**src/rtl/ssp_regs.svh**
```systemverilog
// Purpose: Offsets, field positions, reset values and thresholds
// Assumes: APB byte addresses, 32-bit words
// Notes: Definitions only
`ifndef SSP_REGS_SVH
`define SSP_REGS_SVH

// ============================================================
// Register offsets
`define SSP_CTRL_OFS 8'h00
`define SSP_ADDR_HI_OFS 8'h04
`define SSP_ADDR_LO_OFS 8'h08
`define SSP_STATUS_OFS 8'h0c

// ============================================================
// Field positions
`define SSP_CTRL_START_BIT 0
`define SSP_CTRL_CMD_LSB 1
`define SSP_LO_COUNT_LSB 8
`define SSP_ST_BUSY_BIT 0
`define SSP_ST_FRAME_ERR_BIT 1
`define SSP_ST_TERM_BIT 2
`define SSP_ST_MODE_LSB 3
`define SSP_ST_XCNT_LSB 5
`define SSP_ST_ZEROS_LSB 11
`define SSP_ST_ONES_LSB 16
`define SSP_ST_LONG_BIT 24
`define SSP_STOP_BIT 5

// ============================================================
// Reset values and counts
`define SSP_ADDR_HI_RST 25'h0000000
`define SSP_ADDR_LO_RST 8'h00
`define SSP_COUNT_RST 5'h00
`define SSP_SLOT_LAST_TICK 3'h7
`define SSP_ZEROS_MAX 4'hf
`define SSP_ONES_MAX 9'h1ff
`define SSP_WAKE_MIN 9'h001
`define SSP_WAKE_MAX 9'h004
`define SSP_RESET_ENTRY 9'h110
`define SSP_WAKE_HOLD 4'ha

`endif

```
**src/rtl/ssp_pkg.sv**
```systemverilog
// Purpose: Types shared by the sideband packet logic
// Assumes: Nothing
// Notes: Constants live in ssp_regs.svh
package ssp_pkg;

    typedef enum logic [2:0] {
        SSP_CMD_SEQ_READ,
        SSP_CMD_SEQ_WRITE,
        SSP_CMD_NSQ_READ,
        SSP_CMD_NSQ_WRITE,
        SSP_CMD_NSQ_MWRITE,
        SSP_CMD_REG_READ,
        SSP_CMD_REG_WRITE
    } ssp_cmd_t;

    typedef enum logic [1:0] {
        SSP_MD_RESET,
        SSP_MD_STANDBY,
        SSP_MD_ACTIVE
    } ssp_mode_t;

    typedef enum logic [1:0] {
        SSP_XF_IDLE,
        SSP_XF_WAIT,
        SSP_XF_RUN
    } ssp_xfer_t;

endpackage

```
**src/rtl/ssp_framer.sv**
```systemverilog
// Purpose: Serial address, early-stop and line-mode packet receiver
// Assumes: Request fields loaded over APB before a start
// Notes: One-wait-state APB answer one cycle after the access phase begins
`timescale 1ns/1ps
`default_nettype none
`include "ssp_regs.svh"

module ssp_framer (
    input wire logic pclk,
    input wire logic presetn,
    input wire logic psel,
    input wire logic penable,
    input wire logic pwrite,
    input wire logic [7:0] paddr,
    input wire logic [31:0] pwdata,
    output logic [31:0] prdata,
    output logic pready,
    output logic pslverr,
    input wire logic link_clk,
    input wire logic serial_enable_line,
    input wire logic sideband_control_line,
    output logic octbyte_valid,
    output logic [32:0] octbyte_addr,
    output logic [4:0] octbyte_index,
    output logic octbyte_is_read,
    output logic xfer_done,
    output logic [1:0] mode,
    output logic device_in_reset
);

    logic even_tick;
    logic odd_tick;
    logic en_bit;
    logic ctl_bit;

    logic pready_q;
    logic pslverr_q;
    logic [31:0] prdata_q;
    logic [31:0] rd_mux;
    logic acc_start;
    logic wr_fire;

    ssp_pkg::ssp_cmd_t cmd_q;
    logic [24:0] adr_hi_q;
    logic [7:0] adr_lo_q;
    logic [4:0] count_q;

    ssp_pkg::ssp_xfer_t xfer_q;
    logic [4:0] slot_q;
    logic [2:0] tick_q;
    logic [7:0] serial_low_address_sh_q;
    logic [7:0] sctl_sh_q;
    logic [7:0] serial_low_address_full;
    logic [7:0] sctl_full;
    logic tick_take;
    logic slot_end;
    logic stop_now;
    logic last_slot;
    logic is_mem;
    logic is_nsq;
    logic start_req;
    logic [2:0] wr_cmd;
    logic [32:0] seq_addr;

    logic octbyte_valid_q;
    logic [32:0] octbyte_addr_q;
    logic [4:0] octbyte_index_q;
    logic octbyte_is_read_q;
    logic xfer_done_q;
    logic [5:0] xfer_cnt_q;
    logic term_q;
    logic frame_err_q;

    logic pair_q;
    logic pair_bit_q;
    logic code_valid;
    logic code00;
    logic code11;
    logic code11_q;
    logic [3:0] zeros_q;
    logic [8:0] ones_q;
    ssp_pkg::ssp_mode_t mode_q;

    ssp_tick_rx u_tick (
        .pclk(pclk),
        .presetn(presetn),
        .link_clk(link_clk),
        .enable_pin(serial_enable_line),
        .control_pin(sideband_control_line),
        .even_tick(even_tick),
        .odd_tick(odd_tick),
        .enable_bit(en_bit),
        .control_bit(ctl_bit)
    );

    // ============================================================
    // APB slave
    assign acc_start = psel & penable & ~pready_q;
    assign wr_fire = psel & penable & pready_q & pwrite;

    always_comb begin
        rd_mux = 32'h00000000;
        unique case (paddr)
            `SSP_CTRL_OFS: rd_mux[`SSP_CTRL_CMD_LSB +: 3] = cmd_q;
            `SSP_ADDR_HI_OFS: rd_mux[24:0] = adr_hi_q;
            `SSP_ADDR_LO_OFS: begin
                rd_mux[7:0] = adr_lo_q;
                rd_mux[`SSP_LO_COUNT_LSB +: 5] = count_q;
            end
            `SSP_STATUS_OFS: begin
                rd_mux[`SSP_ST_BUSY_BIT] = (xfer_q != ssp_pkg::SSP_XF_IDLE);
                rd_mux[`SSP_ST_FRAME_ERR_BIT] = frame_err_q;
                rd_mux[`SSP_ST_TERM_BIT] = term_q;
                rd_mux[`SSP_ST_MODE_LSB +: 2] = mode_q;
                rd_mux[`SSP_ST_XCNT_LSB +: 6] = xfer_cnt_q;
                rd_mux[`SSP_ST_ZEROS_LSB +: 4] = zeros_q;
                rd_mux[`SSP_ST_ONES_LSB +: 8] =
                    ones_q[8] ? 8'hff : ones_q[7:0];
                rd_mux[`SSP_ST_LONG_BIT] = ones_q[8];
            end
            default: rd_mux = 32'h00000000;
        endcase
    end

    always_ff @(posedge pclk or negedge presetn) begin
        if (!presetn) begin
            pready_q <= 1'b0;
            pslverr_q <= 1'b0;
            prdata_q <= 32'h00000000;
        end else begin
            pready_q <= acc_start;
            if (acc_start) begin
                prdata_q <= pwrite ? 32'h00000000 : rd_mux;
                pslverr_q <= (paddr != `SSP_CTRL_OFS) &&
                    (paddr != `SSP_ADDR_HI_OFS) &&
                    (paddr != `SSP_ADDR_LO_OFS) &&
                    (paddr != `SSP_STATUS_OFS);
            end else begin
                pslverr_q <= 1'b0;
            end
        end
    end

    assign wr_cmd = pwdata[`SSP_CTRL_CMD_LSB +: 3];
    // Starts outside active mode or while busy are dropped
    assign start_req = wr_fire && (paddr == `SSP_CTRL_OFS) &&
        pwdata[`SSP_CTRL_START_BIT] && (wr_cmd != 3'h7) &&
        (xfer_q == ssp_pkg::SSP_XF_IDLE) &&
        (mode_q == ssp_pkg::SSP_MD_ACTIVE);

    always_ff @(posedge pclk or negedge presetn) begin
        if (!presetn) begin
            cmd_q <= ssp_pkg::SSP_CMD_SEQ_READ;
            adr_hi_q <= `SSP_ADDR_HI_RST;
            adr_lo_q <= `SSP_ADDR_LO_RST;
            count_q <= `SSP_COUNT_RST;
        end else if (wr_fire) begin
            if (start_req) begin
                cmd_q <= ssp_pkg::ssp_cmd_t'(wr_cmd);
            end
            if (paddr == `SSP_ADDR_HI_OFS) begin
                adr_hi_q <= pwdata[24:0];
            end
            if (paddr == `SSP_ADDR_LO_OFS) begin
                adr_lo_q <= pwdata[7:0];
                count_q <= pwdata[`SSP_LO_COUNT_LSB +: 5];
            end
        end
    end

    // ============================================================
    // Serial address and early-stop reception
    assign is_mem = (cmd_q != ssp_pkg::SSP_CMD_REG_READ) &&
        (cmd_q != ssp_pkg::SSP_CMD_REG_WRITE);
    assign is_nsq = (cmd_q == ssp_pkg::SSP_CMD_NSQ_READ) ||
        (cmd_q == ssp_pkg::SSP_CMD_NSQ_WRITE) ||
        (cmd_q == ssp_pkg::SSP_CMD_NSQ_MWRITE);
    assign tick_take = ((xfer_q == ssp_pkg::SSP_XF_WAIT) && even_tick) ||
        ((xfer_q == ssp_pkg::SSP_XF_RUN) && (even_tick || odd_tick));
    // Bit 3 arrives first, so shift right: bit 10 lands on top
    assign serial_low_address_full = {en_bit, serial_low_address_sh_q[7:1]};
    assign sctl_full = {ctl_bit, sctl_sh_q[7:1]};
    assign slot_end = (xfer_q == ssp_pkg::SSP_XF_RUN) && odd_tick &&
        (tick_q == `SSP_SLOT_LAST_TICK);
    // Only bit five acts; one, three and seven never looked at
    assign stop_now = slot_end && is_mem &&
        sctl_full[`SSP_STOP_BIT];
    assign last_slot = (slot_q == count_q) || !is_mem;

    always_ff @(posedge pclk or negedge presetn) begin
        if (!presetn) begin
            xfer_q <= ssp_pkg::SSP_XF_IDLE;
            slot_q <= 5'h00;
            tick_q <= 3'h0;
            serial_low_address_sh_q <= 8'h00;
            sctl_sh_q <= 8'h00;
        end else if (mode_q == ssp_pkg::SSP_MD_RESET) begin
            xfer_q <= ssp_pkg::SSP_XF_IDLE;
        end else begin
            if (tick_take) begin
                serial_low_address_sh_q <= serial_low_address_full;
                sctl_sh_q <= sctl_full;
                tick_q <= tick_q + 3'h1;
            end
            unique case (xfer_q)
                ssp_pkg::SSP_XF_IDLE: begin
                    if (start_req) begin
                        xfer_q <= ssp_pkg::SSP_XF_WAIT;
                        slot_q <= 5'h00;
                        tick_q <= 3'h0;
                    end
                end
                ssp_pkg::SSP_XF_WAIT: begin
                    if (even_tick) begin
                        xfer_q <= ssp_pkg::SSP_XF_RUN;
                    end
                end
                ssp_pkg::SSP_XF_RUN: begin
                    if (slot_end) begin
                        if (stop_now || last_slot) begin
                            xfer_q <= ssp_pkg::SSP_XF_IDLE;
                        end else begin
                            slot_q <= slot_q + 5'h01;
                        end
                    end
                end
                default: xfer_q <= ssp_pkg::SSP_XF_IDLE;
            endcase
        end
    end

    // ============================================================
    // Octbyte issue
    assign seq_addr = {adr_hi_q, adr_lo_q} + {28'h0000000, slot_q};

    always_ff @(posedge pclk or negedge presetn) begin
        if (!presetn) begin
            octbyte_valid_q <= 1'b0;
            octbyte_addr_q <= 33'h000000000;
            octbyte_index_q <= 5'h00;
            octbyte_is_read_q <= 1'b0;
        end else begin
            // A stop withholds this slot's octbyte entirely
            octbyte_valid_q <= slot_end && !stop_now;
            if (slot_end && !stop_now) begin
                octbyte_index_q <= slot_q;
                octbyte_is_read_q <= (cmd_q == ssp_pkg::SSP_CMD_SEQ_READ) ||
                    (cmd_q == ssp_pkg::SSP_CMD_NSQ_READ) ||
                    (cmd_q == ssp_pkg::SSP_CMD_REG_READ);
                if (slot_q == 5'h00) begin
                    octbyte_addr_q <= {adr_hi_q, adr_lo_q};
                end else if (is_nsq) begin
                    octbyte_addr_q <= {adr_hi_q, serial_low_address_full};
                end else begin
                    octbyte_addr_q <= seq_addr;
                end
            end
        end
    end

    always_ff @(posedge pclk or negedge presetn) begin
        if (!presetn) begin
            xfer_done_q <= 1'b0;
            xfer_cnt_q <= 6'h00;
            term_q <= 1'b0;
        end else begin
            xfer_done_q <= slot_end && (stop_now || last_slot);
            if (start_req) begin
                xfer_cnt_q <= 6'h00;
                term_q <= 1'b0;
            end else begin
                if (slot_end && !stop_now) begin
                    xfer_cnt_q <= xfer_cnt_q + 6'h01;
                end
                if (stop_now) begin
                    term_q <= 1'b1;
                end
            end
        end
    end

    // Even-tick stop bit high would look like a request start bit
    always_ff @(posedge pclk or negedge presetn) begin
        if (!presetn) begin
            frame_err_q <= 1'b0;
        end else if (tick_take && even_tick && is_mem && ctl_bit) begin
            frame_err_q <= 1'b1;
        end else if (wr_fire && (paddr == `SSP_STATUS_OFS) &&
                     pwdata[`SSP_ST_FRAME_ERR_BIT]) begin
            frame_err_q <= 1'b0;
        end
    end

    // ============================================================
    // Line-mode packets and run counters
    assign code_valid = odd_tick && pair_q &&
        (xfer_q == ssp_pkg::SSP_XF_IDLE);
    assign code00 = code_valid && !pair_bit_q && !en_bit;
    assign code11 = code_valid && pair_bit_q && en_bit;

    always_ff @(posedge pclk or negedge presetn) begin
        if (!presetn) begin
            pair_q <= 1'b0;
            pair_bit_q <= 1'b0;
        end else if (even_tick) begin
            pair_q <= 1'b1;
            pair_bit_q <= en_bit;
        end else if (odd_tick) begin
            pair_q <= 1'b0;
        end
    end

    // Mixed codes 01 and 10 leave both counters alone
    always_ff @(posedge pclk or negedge presetn) begin
        if (!presetn) begin
            zeros_q <= 4'h0;
            ones_q <= 9'h000;
            code11_q <= 1'b0;
        end else begin
            code11_q <= code11;
            if (code00) begin
                ones_q <= 9'h000;
                if (zeros_q != `SSP_ZEROS_MAX) begin
                    zeros_q <= zeros_q + 4'h1;
                end
            end else if (code11) begin
                zeros_q <= 4'h0;
                if (ones_q != `SSP_ONES_MAX) begin
                    ones_q <= ones_q + 9'h001;
                end
            end
        end
    end

    // ============================================================
    // Operating mode
    always_ff @(posedge pclk or negedge presetn) begin
        if (!presetn) begin
            mode_q <= ssp_pkg::SSP_MD_STANDBY;
        end else if (ones_q >= `SSP_RESET_ENTRY) begin
            mode_q <= ssp_pkg::SSP_MD_RESET;
        end else begin
            unique case (mode_q)
                ssp_pkg::SSP_MD_RESET: begin
                    if (ones_q < `SSP_WAKE_MIN) begin
                        mode_q <= ssp_pkg::SSP_MD_ACTIVE;
                    end
                end
                ssp_pkg::SSP_MD_STANDBY: begin
                    // Woken by a fresh 11 packet, not a stale count
                    if (code11_q && ones_q >= `SSP_WAKE_MIN) begin
                        mode_q <= ssp_pkg::SSP_MD_ACTIVE;
                    end
                end
                ssp_pkg::SSP_MD_ACTIVE: begin
                    if (xfer_done_q) begin
                        mode_q <= ssp_pkg::SSP_MD_STANDBY;
                    end else if (xfer_q == ssp_pkg::SSP_XF_IDLE &&
                                 zeros_q >= `SSP_WAKE_HOLD) begin
                        mode_q <= ssp_pkg::SSP_MD_STANDBY;
                    end
                end
                default: mode_q <= ssp_pkg::SSP_MD_STANDBY;
            endcase
        end
    end

    // ============================================================
    // Outputs
    assign prdata = prdata_q;
    assign pready = pready_q;
    assign pslverr = pslverr_q;
    assign octbyte_valid = octbyte_valid_q;
    assign octbyte_addr = octbyte_addr_q;
    assign octbyte_index = octbyte_index_q;
    assign octbyte_is_read = octbyte_is_read_q;
    assign xfer_done = xfer_done_q;
    assign mode = mode_q;
    assign device_in_reset = (mode_q == ssp_pkg::SSP_MD_RESET);

    // ============================================================
    // Checks
    a_stop_drops_octbyte: assert property (@(posedge pclk)
        disable iff (!presetn) stop_now |=> !octbyte_valid_q && xfer_done_q)
        else $error("stopped slot still issued an octbyte");
    a_index_in_range: assert property (@(posedge pclk)
        disable iff (!presetn) octbyte_valid_q |-> octbyte_index_q <= count_q)
        else $error("octbyte index beyond request count");
    a_first_low_addr: assert property (@(posedge pclk)
        disable iff (!presetn)
        octbyte_valid_q && octbyte_index_q == 5'h00
        |-> octbyte_addr_q == {adr_hi_q, adr_lo_q})
        else $error("first octbyte address not from request");
    a_serial_low_addr: assert property (@(posedge pclk)
        disable iff (!presetn)
        slot_end && !stop_now && slot_q != 5'h00 && is_nsq
        |=> octbyte_addr_q[7:0] == $past(serial_low_address_full)
            && octbyte_addr_q[32:8] == adr_hi_q)
        else $error("serial low address not applied");
    a_stop_at_boundary: assert property (@(posedge pclk)
        disable iff (!presetn)
        $fell(xfer_q == ssp_pkg::SSP_XF_RUN) && mode_q != ssp_pkg::SSP_MD_RESET
        |-> $past(slot_end))
        else $error("transfer ended off a slot boundary");
    a_zeros_code: assert property (@(posedge pclk)
        disable iff (!presetn) code00 && zeros_q < 4'h5
        |=> ones_q == 9'h000 && zeros_q == $past(zeros_q) + 4'h1)
        else $error("code 00 did not update run counters");
    a_ones_code: assert property (@(posedge pclk)
        disable iff (!presetn) code11 && ones_q < 9'h010
        |=> zeros_q == 4'h0 && ones_q == $past(ones_q) + 9'h001)
        else $error("code 11 did not update run counters");
    a_ones_saturate: assert property (@(posedge pclk)
        disable iff (!presetn) ones_q == `SSP_ONES_MAX && !code00
        |=> ones_q == `SSP_ONES_MAX)
        else $error("ones run counter wrapped");
    a_reset_entry: assert property (@(posedge pclk)
        disable iff (!presetn) ones_q >= 9'h110 |=> device_in_reset)
        else $error("long ones run did not enter reset mode");
    a_reset_exit: assert property (@(posedge pclk)
        disable iff (!presetn)
        mode_q == ssp_pkg::SSP_MD_RESET && ones_q == 9'h000
        |=> mode_q == ssp_pkg::SSP_MD_ACTIVE)
        else $error("reset mode not left after code 00");
    a_wake_standby: assert property (@(posedge pclk)
        disable iff (!presetn)
        mode_q == ssp_pkg::SSP_MD_STANDBY && code11
        |-> ##[1:2] mode_q == ssp_pkg::SSP_MD_ACTIVE)
        else $error("ones packet did not wake from standby");
    a_hold_expiry: assert property (@(posedge pclk)
        disable iff (!presetn)
        mode_q == ssp_pkg::SSP_MD_ACTIVE && xfer_q == ssp_pkg::SSP_XF_IDLE
        && zeros_q >= 4'ha && ones_q < 9'h110
        |=> mode_q == ssp_pkg::SSP_MD_STANDBY)
        else $error("active mode held past the wake limit");

endmodule

`default_nettype wire

```
**src/rtl/ssp_tick_rx.sv**
```systemverilog
// Purpose: Brings link clock and sideband pins into pclk, finds ticks
// Assumes: Link clock well below pclk/4
// Notes: Rising link edge is the even tick, falling edge the odd tick
`timescale 1ns/1ps
`default_nettype none

module ssp_tick_rx (
    input wire logic pclk,
    input wire logic presetn,
    input wire logic link_clk,
    input wire logic enable_pin,
    input wire logic control_pin,
    output logic even_tick,
    output logic odd_tick,
    output logic enable_bit,
    output logic control_bit
);

    logic [1:0] clk_sync_q;
    logic [1:0] en_sync_q;
    logic [1:0] ctl_sync_q;
    logic clk_prev_q;

    // ============================================================
    // Synchronisers and edge finder
    always_ff @(posedge pclk or negedge presetn) begin
        if (!presetn) begin
            clk_sync_q <= 2'h0;
            en_sync_q <= 2'h0;
            ctl_sync_q <= 2'h0;
            clk_prev_q <= 1'b0;
            even_tick <= 1'b0;
            odd_tick <= 1'b0;
            enable_bit <= 1'b0;
            control_bit <= 1'b0;
        end else begin
            clk_sync_q <= {clk_sync_q[0], link_clk};
            en_sync_q <= {en_sync_q[0], enable_pin};
            ctl_sync_q <= {ctl_sync_q[0], control_pin};
            clk_prev_q <= clk_sync_q[1];
            even_tick <= clk_sync_q[1] & ~clk_prev_q;
            odd_tick <= ~clk_sync_q[1] & clk_prev_q;
            // Pins equally delayed, so bit aligns with its edge
            enable_bit <= en_sync_q[1];
            control_bit <= ctl_sync_q[1];
        end
    end

endmodule

`default_nettype wire

```
**config.mk**
```make
export PLATFORM = sky130hd
export DESIGN_NAME = ssp_framer
export DESIGN_NICKNAME = d
export VERILOG_FILES = /design/src/rtl/ssp_pkg.sv /design/src/rtl/ssp_framer.sv /design/src/rtl/ssp_tick_rx.sv
export VERILOG_INCLUDE_DIRS = /design/src /design/src/rtl
export SDC_FILE = /design/constraint.sdc
export NUM_CORES = 1
export LEC_CHECK = 0
export BUFFER_PORTS_ARGS = -buffer_cell sky130_fd_sc_hd__buf_2
export CAP_MARGIN = 20
export CELL_PAD_IN_SITES_DETAIL_PLACEMENT = 2
export CELL_PAD_IN_SITES_GLOBAL_PLACEMENT = 2
export CORE_MARGIN = 1.5
export CORE_UTILIZATION = 33
export CTS_CLUSTER_DIAMETER = 80
export DETAILED_ROUTE_END_ITERATION = 7
export PLACE_DENSITY = 0.8
export SKIP_CTS_REPAIR_TIMING = 1
export SYNTH_ARGS = -nofsm -noshare
export SYNTH_HDL_FRONTEND = slang
export SYNTH_SLANG_ARGS = --single-unit
```
**constraint.sdc**
```tcl
create_clock -name pclk -period 2.03 [get_ports pclk]
set_clock_uncertainty 0.05 [all_clocks]
set_input_delay 0.1015 -clock pclk [delete_from_list [all_inputs] [get_ports pclk]]
set_output_delay 0.1015 -clock pclk [all_outputs]
set_load 0.01 [all_outputs]
```
==> out/qor.csv, run 1 <==
stage,metric,value,unit
drt,dr.pass1.iters,5,
power_and_ir_drop,ir_drop,0.508,mV
floorplanning,die_h,160,um
yosys,synthArstFlopShare,100,%
cells_and_area,fin_nets,1085,
clocking,cts_num_sinks,165,
sta,fin_crit_sh,115,%
worst_setup_path,crit_slowest_cell,or4b_4,
sta,timing.fmax,428,MHz
clocking,clk_latency,0.46,ns
power_and_ir_drop,leakage,0.00551,uW
power_and_ir_drop,p_sw,2060,uW
worst_setup_path,crit_buf_inv,2,
drt,drt-initial-drc-count,561,
power_and_ir_drop,cellPowerDensity,637,nW/um^2
global_routing,grt_antenna_before_repair,4,
yosys,ys.warnings.count,0,
global_routing,grt_pass1_vias,8037,
place,place_ws,-0.216,ns
clocking,htree_levels,4,
drt,num_vias,7861,
floorplanning,initial_core_util,33.6,%
place,dp.final_hpwl,22.1,mm
clocking,path_clk_slew,0.09,ns
drt,route.met2.wl,20.7,mm
sta,hold_viol_final,0,
drt,antenna_left,0,
sta,finalSetupViolations,54,
flow_run,maxCapViolations,0,
worst_setup_path,crit_chain,"inv_2, ha_4, or4b_4, and4_4, buf_6, and4_1, xnor2_1, o21ai_1",
run_status,violations,negative setup slack,
yosys,ys_seq_elements,165,
sta,worst_pin_slew,0.636,ns
worst_setup_path,start_kind,register,
yosys,syn-instance-count,761,
yosys,synth.avg_cell_area,10.7,um^2
power_and_ir_drop,intPower,5320,uW
drt,vias_per_cell,5.78,
yosys,synth_flop_cell,dfrtp_1,
yosys,synth_area_leaders,"dfrtp_1, mux2_2, o21ai_0",
worst_setup_path,crit_path_end_kind,register,
floorplanning,fp-row-count,57,
sta,post-route-min-period,2.34,ns
global_routing,grt_usage,25.2,%
floorplanning,core,24200,um^2
clocking,cts_tree,built,
yosys,synth_edf_count,0,
power_and_ir_drop,combPwrFrac,8.7,%
floorplanning,dieArea,25600,um^2
drt,drc,0,
clocking,clock_path_buffers,2,
worst_setup_path,crit_family,simple AND/OR/NAND/NOR gates,
yosys,yosys.area.top_type_share,50.4,%
place,numPortBuffers,111,
floorplanning,die-width,160,um
yosys,ys_seq_area_share,50.7,%
sta,setup_ws,-0.307,ns
drt,wl_met3,1.91,mm
sta,slew_headroom,57.6,%
global_routing,grt_max_degree,57,
worst_setup_path,max_stage_delay,0.51,ns
yosys,yosysUniqueCellTypes,70,
cells_and_area,layout-drive-gt1-share,42.7,%
global_routing,grt_first_pass_wirelength,49.2,mm
drt,wl_per_cell,29.2,um
worst_setup_path,required,2.32,ns
power_and_ir_drop,pwr-share-clk,45.4,%
place,gp_congestion,0.831,
global_routing,overflow,0,
worst_hold_path,holdCritPathClass,input pin to register,
sta,slew_viol_final,0,
drt,drt-met1-wl,15.3,mm
clocking,cts_root_buf,clkbuf_16,
sta,whs,0.0944,ns
floorplanning,io_pins,126,
worst_setup_path,path_class,register to register,
worst_setup_path,path_max_fanout,4,
power_and_ir_drop,p_sw_share,27.9,%
cells_and_area,areaGrowthSynthToFinish,42.5,%
clocking,cts_made_buffers,17,
power_and_ir_drop,power_frac_seq,45.9,%
yosys,syn_area,8140,um^2
run_status,status,"complete, but fails checks",
yosys,yosys.area.top_type,dfrtp_1,
drt,dr.max_layer_used,met5,
drt,routed_wl,39.7,mm
worst_setup_path,critPathArrivalTime,2.63,ns
sta,rsz0062_at_grt,true,
[synthesized netlist by cell type, types with 3 or more instances]
cell type  count
a222oi_1       3
o211ai_1       3
nand2_1       70
clkbuf_1      21
nand3b_1       4
a211oi_1       5
a22oi_1       11
inv_1         21
buf_4          9
xor2_1        24
mux2i_1        8
mux4_2         3
mux2_2        57
o21a_1        11
nor2b_1        7
a211o_1        3
a31oi_1       10
nand4_1       16
a221o_1        8
nor4_1        10
a22o_1         5
nor3_1        12
or3_1          8
a21o_1         6
o31ai_1        3
nor2_1        58
and4_1         5
nand3_1       29
buf_1          4
a21oi_1       11
o21ai_0       59
xnor2_1       15
and3_1         9
ha_1          16
nand4bb_1      3
buf_2          8
dfrtp_1      164
nand2b_1       4
[power groups by stage]
stage | Sequential [uW] | Clock, uW | Combinational, uW
after floorplan | 3460 | 0 | 198
after global routing | 3400 | 3470 | 677
after global placement | 3450 | 0 | 460
after detailed placement | 3450 | 0 | 485
final | 3390 | 3350 | 641
after CTS | 3390 | 3300 | 509
[flip-flops by register name, indices dropped and copies added, names as in the netlist, 3 cells and up]
name / flops
octbyte_addr: 33
octbyte_index: 5
slot_q: 5
count_q: 5
prdata: 25
serial_low_address_sh_q: 7
adr_hi_q: 25
ones_q: 9
tick_q: 3
adr_lo_q: 8
cmd_q: 3
zeros_q: 4
xfer_cnt_q: 6
[layout by cell type (no fill, tap or decap), types with 27 or more instances in the layout]
cell | netlist | layout
dlygate4sd3_1 | 0 | 32
nor2_1 | 58 | 54
o21ai_0 | 59 | 36
buf_2 | 8 | 110
mux2_2 | 57 | 55
dfrtp_1 | 164 | 158
nand3_1 | 29 | 27
buf_4 | 9 | 109
nand2_1 | 70 | 60
[worst paths after layout]
check                                      from              endpoint  slack, ns  depth (start not counted)
hold reg to reg            u_tick.clk_sync_q[0]  u_tick.clk_sync_q[1]       0.30                          0
setup reg to reg                      slot_q[1]      octbyte_addr[13]      -0.31                          8
min in group asynchronous               presetn           adr_hi_q[5]       0.16                          2
max in group asynchronous               presetn             slot_q[2]       1.00                          3
hold / removal                           pwrite             prdata[2]       0.09                          4
setup / recovery                      slot_q[1]      octbyte_addr[13]      -0.31                          8
[metal layers]
layer,up-vias,GRT usage (%)
met1,4149,31.5
li1,3254,-
met2,333,42.4
met4,4,10.8
met3,121,4.86
met5,-,0
[area by class of cell]
cell class	instances	area, um^2
Clock inverter	15	145
Inverter	21	78.8
Timing Repair Buffer	278	2090
Sequential cell	165	4140
Fill cell	2474	12700
Multi-Input combinational cell	537	4310
Clock buffer	17	425
Antenna cell	3	7.51
Tap cell	324	405
[cells by family after synthesis]
group           share of synthesized area [%]
compound gates                           12.0
buf+inv                                  3.72
xor+xnor                                 4.20
other cells                            0.0461
flops                                    50.7
mux                                      9.70
simple gates                             16.9
fa+ha+maj                                2.71
[worst reg2reg max path, delay by kind of cell, from the launching register on]
family	cells	cell delay, ns
and+or+nand+nor	3	0.93
xor gates and xnor gates	1	0.15
buffers and inverters	2	0.25
AOI/OAI and AO/OA	1	0.24
DFF	1	0.47
adders and majority gates	1	0.14
[metrics by stage]
step / total power (uW) / instance area, um^2 / setup TNS (ns) / cells / utilization (%)
after global placement: 3910 / 9780 / -1.52 / 1263 / 40.3
after CTS: 7200 / 10300 / -7.04 / 1295 / 42.7
after global routing: 7550 / 11600 / -10.49 / 1357 / 47.8
after detailed placement: 3940 / 9780 / -4.59 / 1263 / 40.3
after floorplan: 3660 / 8200 / -0.0390 / 767 / -
final: 7390 / 11600 / -7.31 / 1360 / 47.8
No activity file was read; power rests on OpenSTA's default activity.
==> inputs of run 2 (changes only) <==
==> constraint.sdc (replaced) <==
create_clock -name pclk -period 2.03 [get_ports pclk]
set_clock_uncertainty 0.05 [all_clocks]
set_input_delay 0.3045 -clock pclk [delete_from_list [all_inputs] [get_ports pclk]]
set_output_delay 0.3045 -clock pclk [all_outputs]
set_load 0.01 [all_outputs]
==> out/qor.csv, run 2 (synthesis results as in run 1) <==
stage,metric,value,unit
sta,hold_viol_final,0,
power_and_ir_drop,combPwrFrac,7.8,%
cells_and_area,final_cell_mix,"dfrtp_1, buf_4, buf_2",
clocking,cts_num_sinks,165,
power_and_ir_drop,pwr-share-clk,47.1,%
global_routing,grt_usage,25.9,%
sta,timing.fmax,421,MHz
power_and_ir_drop,ir_drop,0.612,mV
worst_setup_path,critPathArrivalTime,2.68,ns
place,numPortBuffers,111,
flow_run,maxCapViolations,0,
run_status,status,"complete, but fails checks",
cells_and_area,diodes,0,
cells_and_area,layout_commonest_cell,dfrtp_1,
worst_hold_path,holdCritPathClass,input pin to register,
power_and_ir_drop,p_sw_share,26.6,%
sta,whs,0.0511,ns
cells_and_area,areaGrowthSynthToFinish,34.6,%
floorplanning,dieArea,25600,um^2
global_routing,grt_first_pass_wirelength,49.9,mm
place,gp_congestion,0.816,
floorplanning,die_h,160,um
clocking,clock_path_buffers,2,
worst_setup_path,required,2.34,ns
power_and_ir_drop,power_frac_seq,45.2,%
place,place_ws,-0.277,ns
worst_setup_path,start_kind,register,
worst_setup_path,path_class,register to register,
drt,drt-initial-drc-count,581,
power_and_ir_drop,leakage,0.00526,uW
floorplanning,die-width,160,um
floorplanning,io_pins,126,
clocking,cts_made_buffers,17,
drt,routed_wl,38.1,mm
sta,fin_crit_sh,117,%
sta,setup_ws,-0.344,ns
floorplanning,fp-row-count,57,
drt,num_vias,7630,
global_routing,grt_pass1_vias,8121,
sta,worst_pin_slew,0.666,ns
worst_setup_path,path_max_fanout,8,
clocking,path_clk_slew,0.08,ns
power_and_ir_drop,intPower,5520,uW
global_routing,grt_antenna_before_repair,0,
global_routing,overflow,0,
sta,post-route-min-period,2.37,ns
cells_and_area,layout-drive-gt1-share,39.9,%
sta,slew_headroom,55.5,%
cells_and_area,final_cell_count_no_fill,1324,
global_routing,grt_busiest_layer,met2,
floorplanning,core,24200,um^2
clocking,cts_root_buf,clkbuf_16,
cells_and_area,largest_register_ffs,33,
clocking,clk_latency,0.45,ns
run_status,violations,negative setup slack,
place,placed_cells,1260,
drt,wl_per_cell,28.8,um
drt,drc,0,
power_and_ir_drop,cellPowerDensity,687,nW/um^2
sta,finalSetupViolations,48,
sta,slew_viol_final,0,
sta,rsz0062_at_grt,true,
global_routing,gr-usage-met2,45.5,%
cells_and_area,fill_cells,2551,
global_routing,use_met3,4.29,%
global_routing,grt_max_degree,54,
global_routing,grt_use_met1,31.1,%
floorplanning,initial_core_util,33.6,%
clocking,htree_levels,4,
place,dp.final_hpwl,21.4,mm
drt,antenna_left,0,
worst_setup_path,crit_path_end_kind,register,
sta,setup_tns,-8.74,ns
power_and_ir_drop,finalPower,7530,uW
drt,dr.pass1.iters,5,
clocking,cts_tree,built,
power_and_ir_drop,p_sw,2000,uW
cells_and_area,fin_nets,1052,
drt,vias_per_cell,5.76,
[run 2: power by group through the flow]
stage | sequential, uW | combinational [uW] | clock [uW]
after floorplan | 3460 | 198 | 0
after global placement | 3450 | 470 | 0
after detailed placement | 3450 | 496 | 0
after CTS | 3390 | 514 | 3490
after global routing | 3400 | 633 | 3660
final | 3400 | 586 | 3540
[run 2: final timing paths]
kind,startpoint,endpoint,slack [ns],cells past startpoint
setup reg to reg,slot_q[3],octbyte_addr[30],-0.34,6
max in group asynchronous,presetn,mode[0],0.94,3
hold reg to reg,u_tick.en_sync_q[1],u_tick.enable_bit,0.30,0
setup / recovery,slot_q[3],octbyte_addr[30],-0.34,6
hold / removal,pwdata[23],adr_hi_q[23],0.05,2
min in group asynchronous,presetn,octbyte_addr[4],0.28,2
[run 2: per-stage QoR]
step / area, um^2 / utilization, %
4_1_cts: 10400 / 42.8
2_1_floorplan: 8200 / -
5_1_grt: 11000 / 45.2
3_3_place_gp: 9770 / 40.3
6_report: 11000 / 45.2
3_5_place_dp: 9770 / 40.3
[run 2: critical path, cell delays in order, from the launching register on]
cell and delay [ns]:
dfrtp_1 0.47, ha_1 0.39, a21o_1 0.29, a22o_4 0.26, nand4_4 0.21, or3_1 0.36
a31oi_1 0.24
[run 2: area by class of cell]
| cell class | count | area (um^2) | area share [%] |
|---|---|---|---|
| multi-input cells | 537 | 4050 | 37.0 |
| clock buffers | 19 | 433 | 3.95 |
| inverters | 21 | 78.8 | 0.719 |
| repair buffers | 245 | 1690 | 15.4 |
| flip-flops and latches | 165 | 4130 | 37.7 |
| clock inverters | 13 | 170 | 1.55 |
| well taps | 324 | 405 | 3.70 |
[run 2: per-layer routing]
metal,routed length (um),vias up
li1,-,3181
met3,1850,130
met2,19600,341
met5,0,-
met4,1910,0
met1,14800,3978
==> inputs of run 3 (changes only) <==
--- a/config.mk
+++ b/config.mk
@@ -12,10 +12,9 @@
 export CELL_PAD_IN_SITES_GLOBAL_PLACEMENT = 2
 export CORE_MARGIN = 1.5
 export CORE_UTILIZATION = 33
-export CTS_CLUSTER_DIAMETER = 80
 export DETAILED_ROUTE_END_ITERATION = 7
-export PLACE_DENSITY = 0.8
-export SKIP_CTS_REPAIR_TIMING = 1
+export PLACE_DENSITY = 0.79
 export SYNTH_ARGS = -nofsm -noshare
 export SYNTH_HDL_FRONTEND = slang
+export SYNTH_HIERARCHICAL = 1
 export SYNTH_SLANG_ARGS = --single-unit
==> out/qor.csv, run 3 <==
stage,metric,value,unit
yosys,synth_simple_gate_area_share,16.1,%
yosys,synth_compound_area_share,11.7,%
yosys,ys_seq_elements,165,
yosys,syn-instance-count,750,
power_and_ir_drop,intPower,5630,uW
power_and_ir_drop,ir_drop,0.445,mV
power_and_ir_drop,pwr-share-clk,44.0,%
run_status,status,"complete, but fails checks",
clocking,cts_root_buf,clkbuf_16,
drt,routed_wl,39.1,mm
yosys,ys_seq_area_share,50.6,%
worst_hold_path,min_delay_path_depth,2,
cells_and_area,postLayoutCoreUtil,46.6,%
power_and_ir_drop,leakage,0.00549,uW
drt,drt-initial-drc-count,525,
worst_setup_path,path_class,register to register,
sta,worst_pin_slew,0.525,ns
yosys,syn_area,8160,um^2
yosys,synth_xor_xnor_area_share,4.83,%
global_routing,grt_max_degree,55,
yosys,yosys.area.top_type,dfrtp_1,
yosys,ys.warnings.count,6,
place,gp_congestion,0.804,
yosys,synth_edf_count,0,
clocking,cts_made_buffers,17,
sta,post-route-min-period,2.25,ns
global_routing,grt_first_pass_wirelength,53.9,mm
clocking,clock_path_buffers,2,
power_and_ir_drop,finalPower,7840,uW
worst_setup_path,start_kind,register,
yosys,synth.avg_cell_area,10.9,um^2
floorplanning,die_h,160,um
cells_and_area,layout_commonest_cell,dfrtp_1,
yosys,yosysUniqueCellTypes,78,
flow_run,maxCapViolations,0,
sta,timing.fmax,444,MHz
cells_and_area,final_cell_mix,"dfrtp_1, buf_4, buf_2",
clocking,path_clk_slew,0.07,ns
yosys,synth_area_leaders,"dfrtp_1, mux2_2, nand2_1",
drt,antenna_left,0,
floorplanning,fp-row-count,57,
cells_and_area,areaGrowthSynthToFinish,38.9,%
yosys,synth_flop_cell,dfrtp_1,
drt,dr.pass1.iters,6,
yosys,synth_top_family_by_area,simple AND/OR/NAND/NOR gates,
clocking,cts_num_sinks,165,
sta,hold_viol_final,0,
power_and_ir_drop,power_frac_seq,44.5,%
power_and_ir_drop,cellPowerDensity,692,nW/um^2
floorplanning,initial_core_util,33.5,%
global_routing,grt_pass1_vias,8367,
yosys,synth_most_common_cell,dfrtp_1,
clocking,htree_levels,4,
floorplanning,dieArea,25700,um^2
worst_setup_path,path_max_fanout,7,
cells_and_area,layout-drive-gt1-share,44.0,%
drt,drc,0,
floorplanning,die-width,160,um
worst_setup_path,rr_worst_depth,8,
place,dp.final_hpwl,20.7,mm
power_and_ir_drop,combPwrFrac,11.5,%
power_and_ir_drop,p_sw_share,28.2,%
sta,finalSetupViolations,46,
worst_setup_path,crit_path_end_kind,register,
drt,wl_per_cell,29.6,um
yosys,synthAdderAreaFrac,2.70,%
sta,slew_viol_final,0,
sta,setup_ws,-0.223,ns
floorplanning,core,24300,um^2
drt,num_vias,7695,
cells_and_area,largest_register_ffs,33,
worst_hold_path,holdCritPathClass,input pin to register,
sta,rsz0062_at_grt,true,
floorplanning,io_pins,126,
place,place_ws,-0.233,ns
sta,slew_headroom,65.0,%
drt,vias_per_cell,5.82,
power_and_ir_drop,p_sw,2220,uW
sta,fin_crit_sh,111,%
run_status,violations,negative setup slack,
global_routing,grt_usage,28.2,%
global_routing,grt_antenna_before_repair,2,
worst_setup_path,critPathArrivalTime,2.52,ns
cells_and_area,fin_nets,1049,
place,numPortBuffers,111,
yosys,yosys.area.top_type_share,50.3,%
worst_setup_path,required,2.30,ns
yosys,yosys-mux-area-fraction,9.71,%
yosys,synth_common_cells,"dfrtp_1, nand2_1, mux2_2",
global_routing,overflow,0,
clocking,clk_latency,0.45,ns
clocking,cts_tree,built,
yosys,synthArstFlopShare,100,%
run 3: repair_timing:
item	CTS	global route
hold buffers	4	0
endpoints found under the setup margin	46	58
hold endpoints to repair	34	0
pin swaps	35	38
resized for setup	69	60
buffers inserted	22	17
gates cloned	4	1
run 3: per-stage QoR:
step / std cells / setup TNS (ns) / area [um^2] / hold WS (ns)
after floorplan: 756 / -0.00714 / 8230 / -0.0411
after global placement: 1245 / -0.641 / 9800 / 0.186
after detailed placement: 1245 / -4.24 / 9800 / 0.194
after CTS: 1307 / -1.26 / 10900 / 0.0425
after global routing: 1322 / -7.58 / 11300 / 0.0434
final: 1322 / -4.86 / 11300 / 0.0520
run 3: power by group through the flow:
stage | logic [uW] | clock network (uW) | registers (uW)
floorplan | 310 | 0 | 3540
global placement | 717 | 0 | 3520
detailed placement | 778 | 0 | 3530
CTS | 805 | 3400 | 3470
global route | 961 | 3590 | 3500
finish | 903 | 3450 | 3490
run 3: cell type report:
class | count | area (um^2)
timing repair buffer | 257 | 1890
antenna | 1 | 2.50
fill | 2458 | 13000
multi-input combinational | 520 | 4210
clock buffer | 21 | 470
clock inverter | 11 | 125
sequential | 165 | 4140
inverter | 23 | 86.3
tap | 324 | 405
run 3: logic make-up after synthesis:
kind of cell / Yosys count
AND/OR/NAND/NOR: 241
flip-flops: 165
buffers and inverters: 72
multiplexers: 68
other: 1
adder cells (fa/ha/maj): 17
AO/OA/AOI/OAI: 141
XOR/XNOR: 45
run 3: layer usage:
layer	GRT usage, %	share of wire (%)	vias to the layer above
met3	4.75	5.3	158
met5	0	0.033	-
met1	33.2	38	3992
met4	15.4	5.6	2
li1	-	-	3149
met2	48.9	51	394
run 3: worst max-delay path, cell delays in order (launching register included):
cell,delay [ns]
dfrtp_2,0.49
inv_2,0.11
ha_4,0.13
or4b_4,0.53
nand4_4,0.20
buf_6,0.19
nor4_4,0.06
xnor2_1,0.21
o21ai_1,0.13
run 3: worst paths after layout:
kind	slack, ns	end	startpoint
max	-0.22	octbyte_addr[28]	slot_q[0]
min	0.05	adr_hi_q[21]	pwdata[21]
max reg2reg	-0.22	octbyte_addr[28]	slot_q[0]
min reg2reg	0.30	u_tick/ctl_sync_q[1]	u_tick/ctl_sync_q[0]
max in group asynchronous	0.94	cmd_q[0]	presetn
min in group asynchronous	0.27	slot_q[0]	presetn
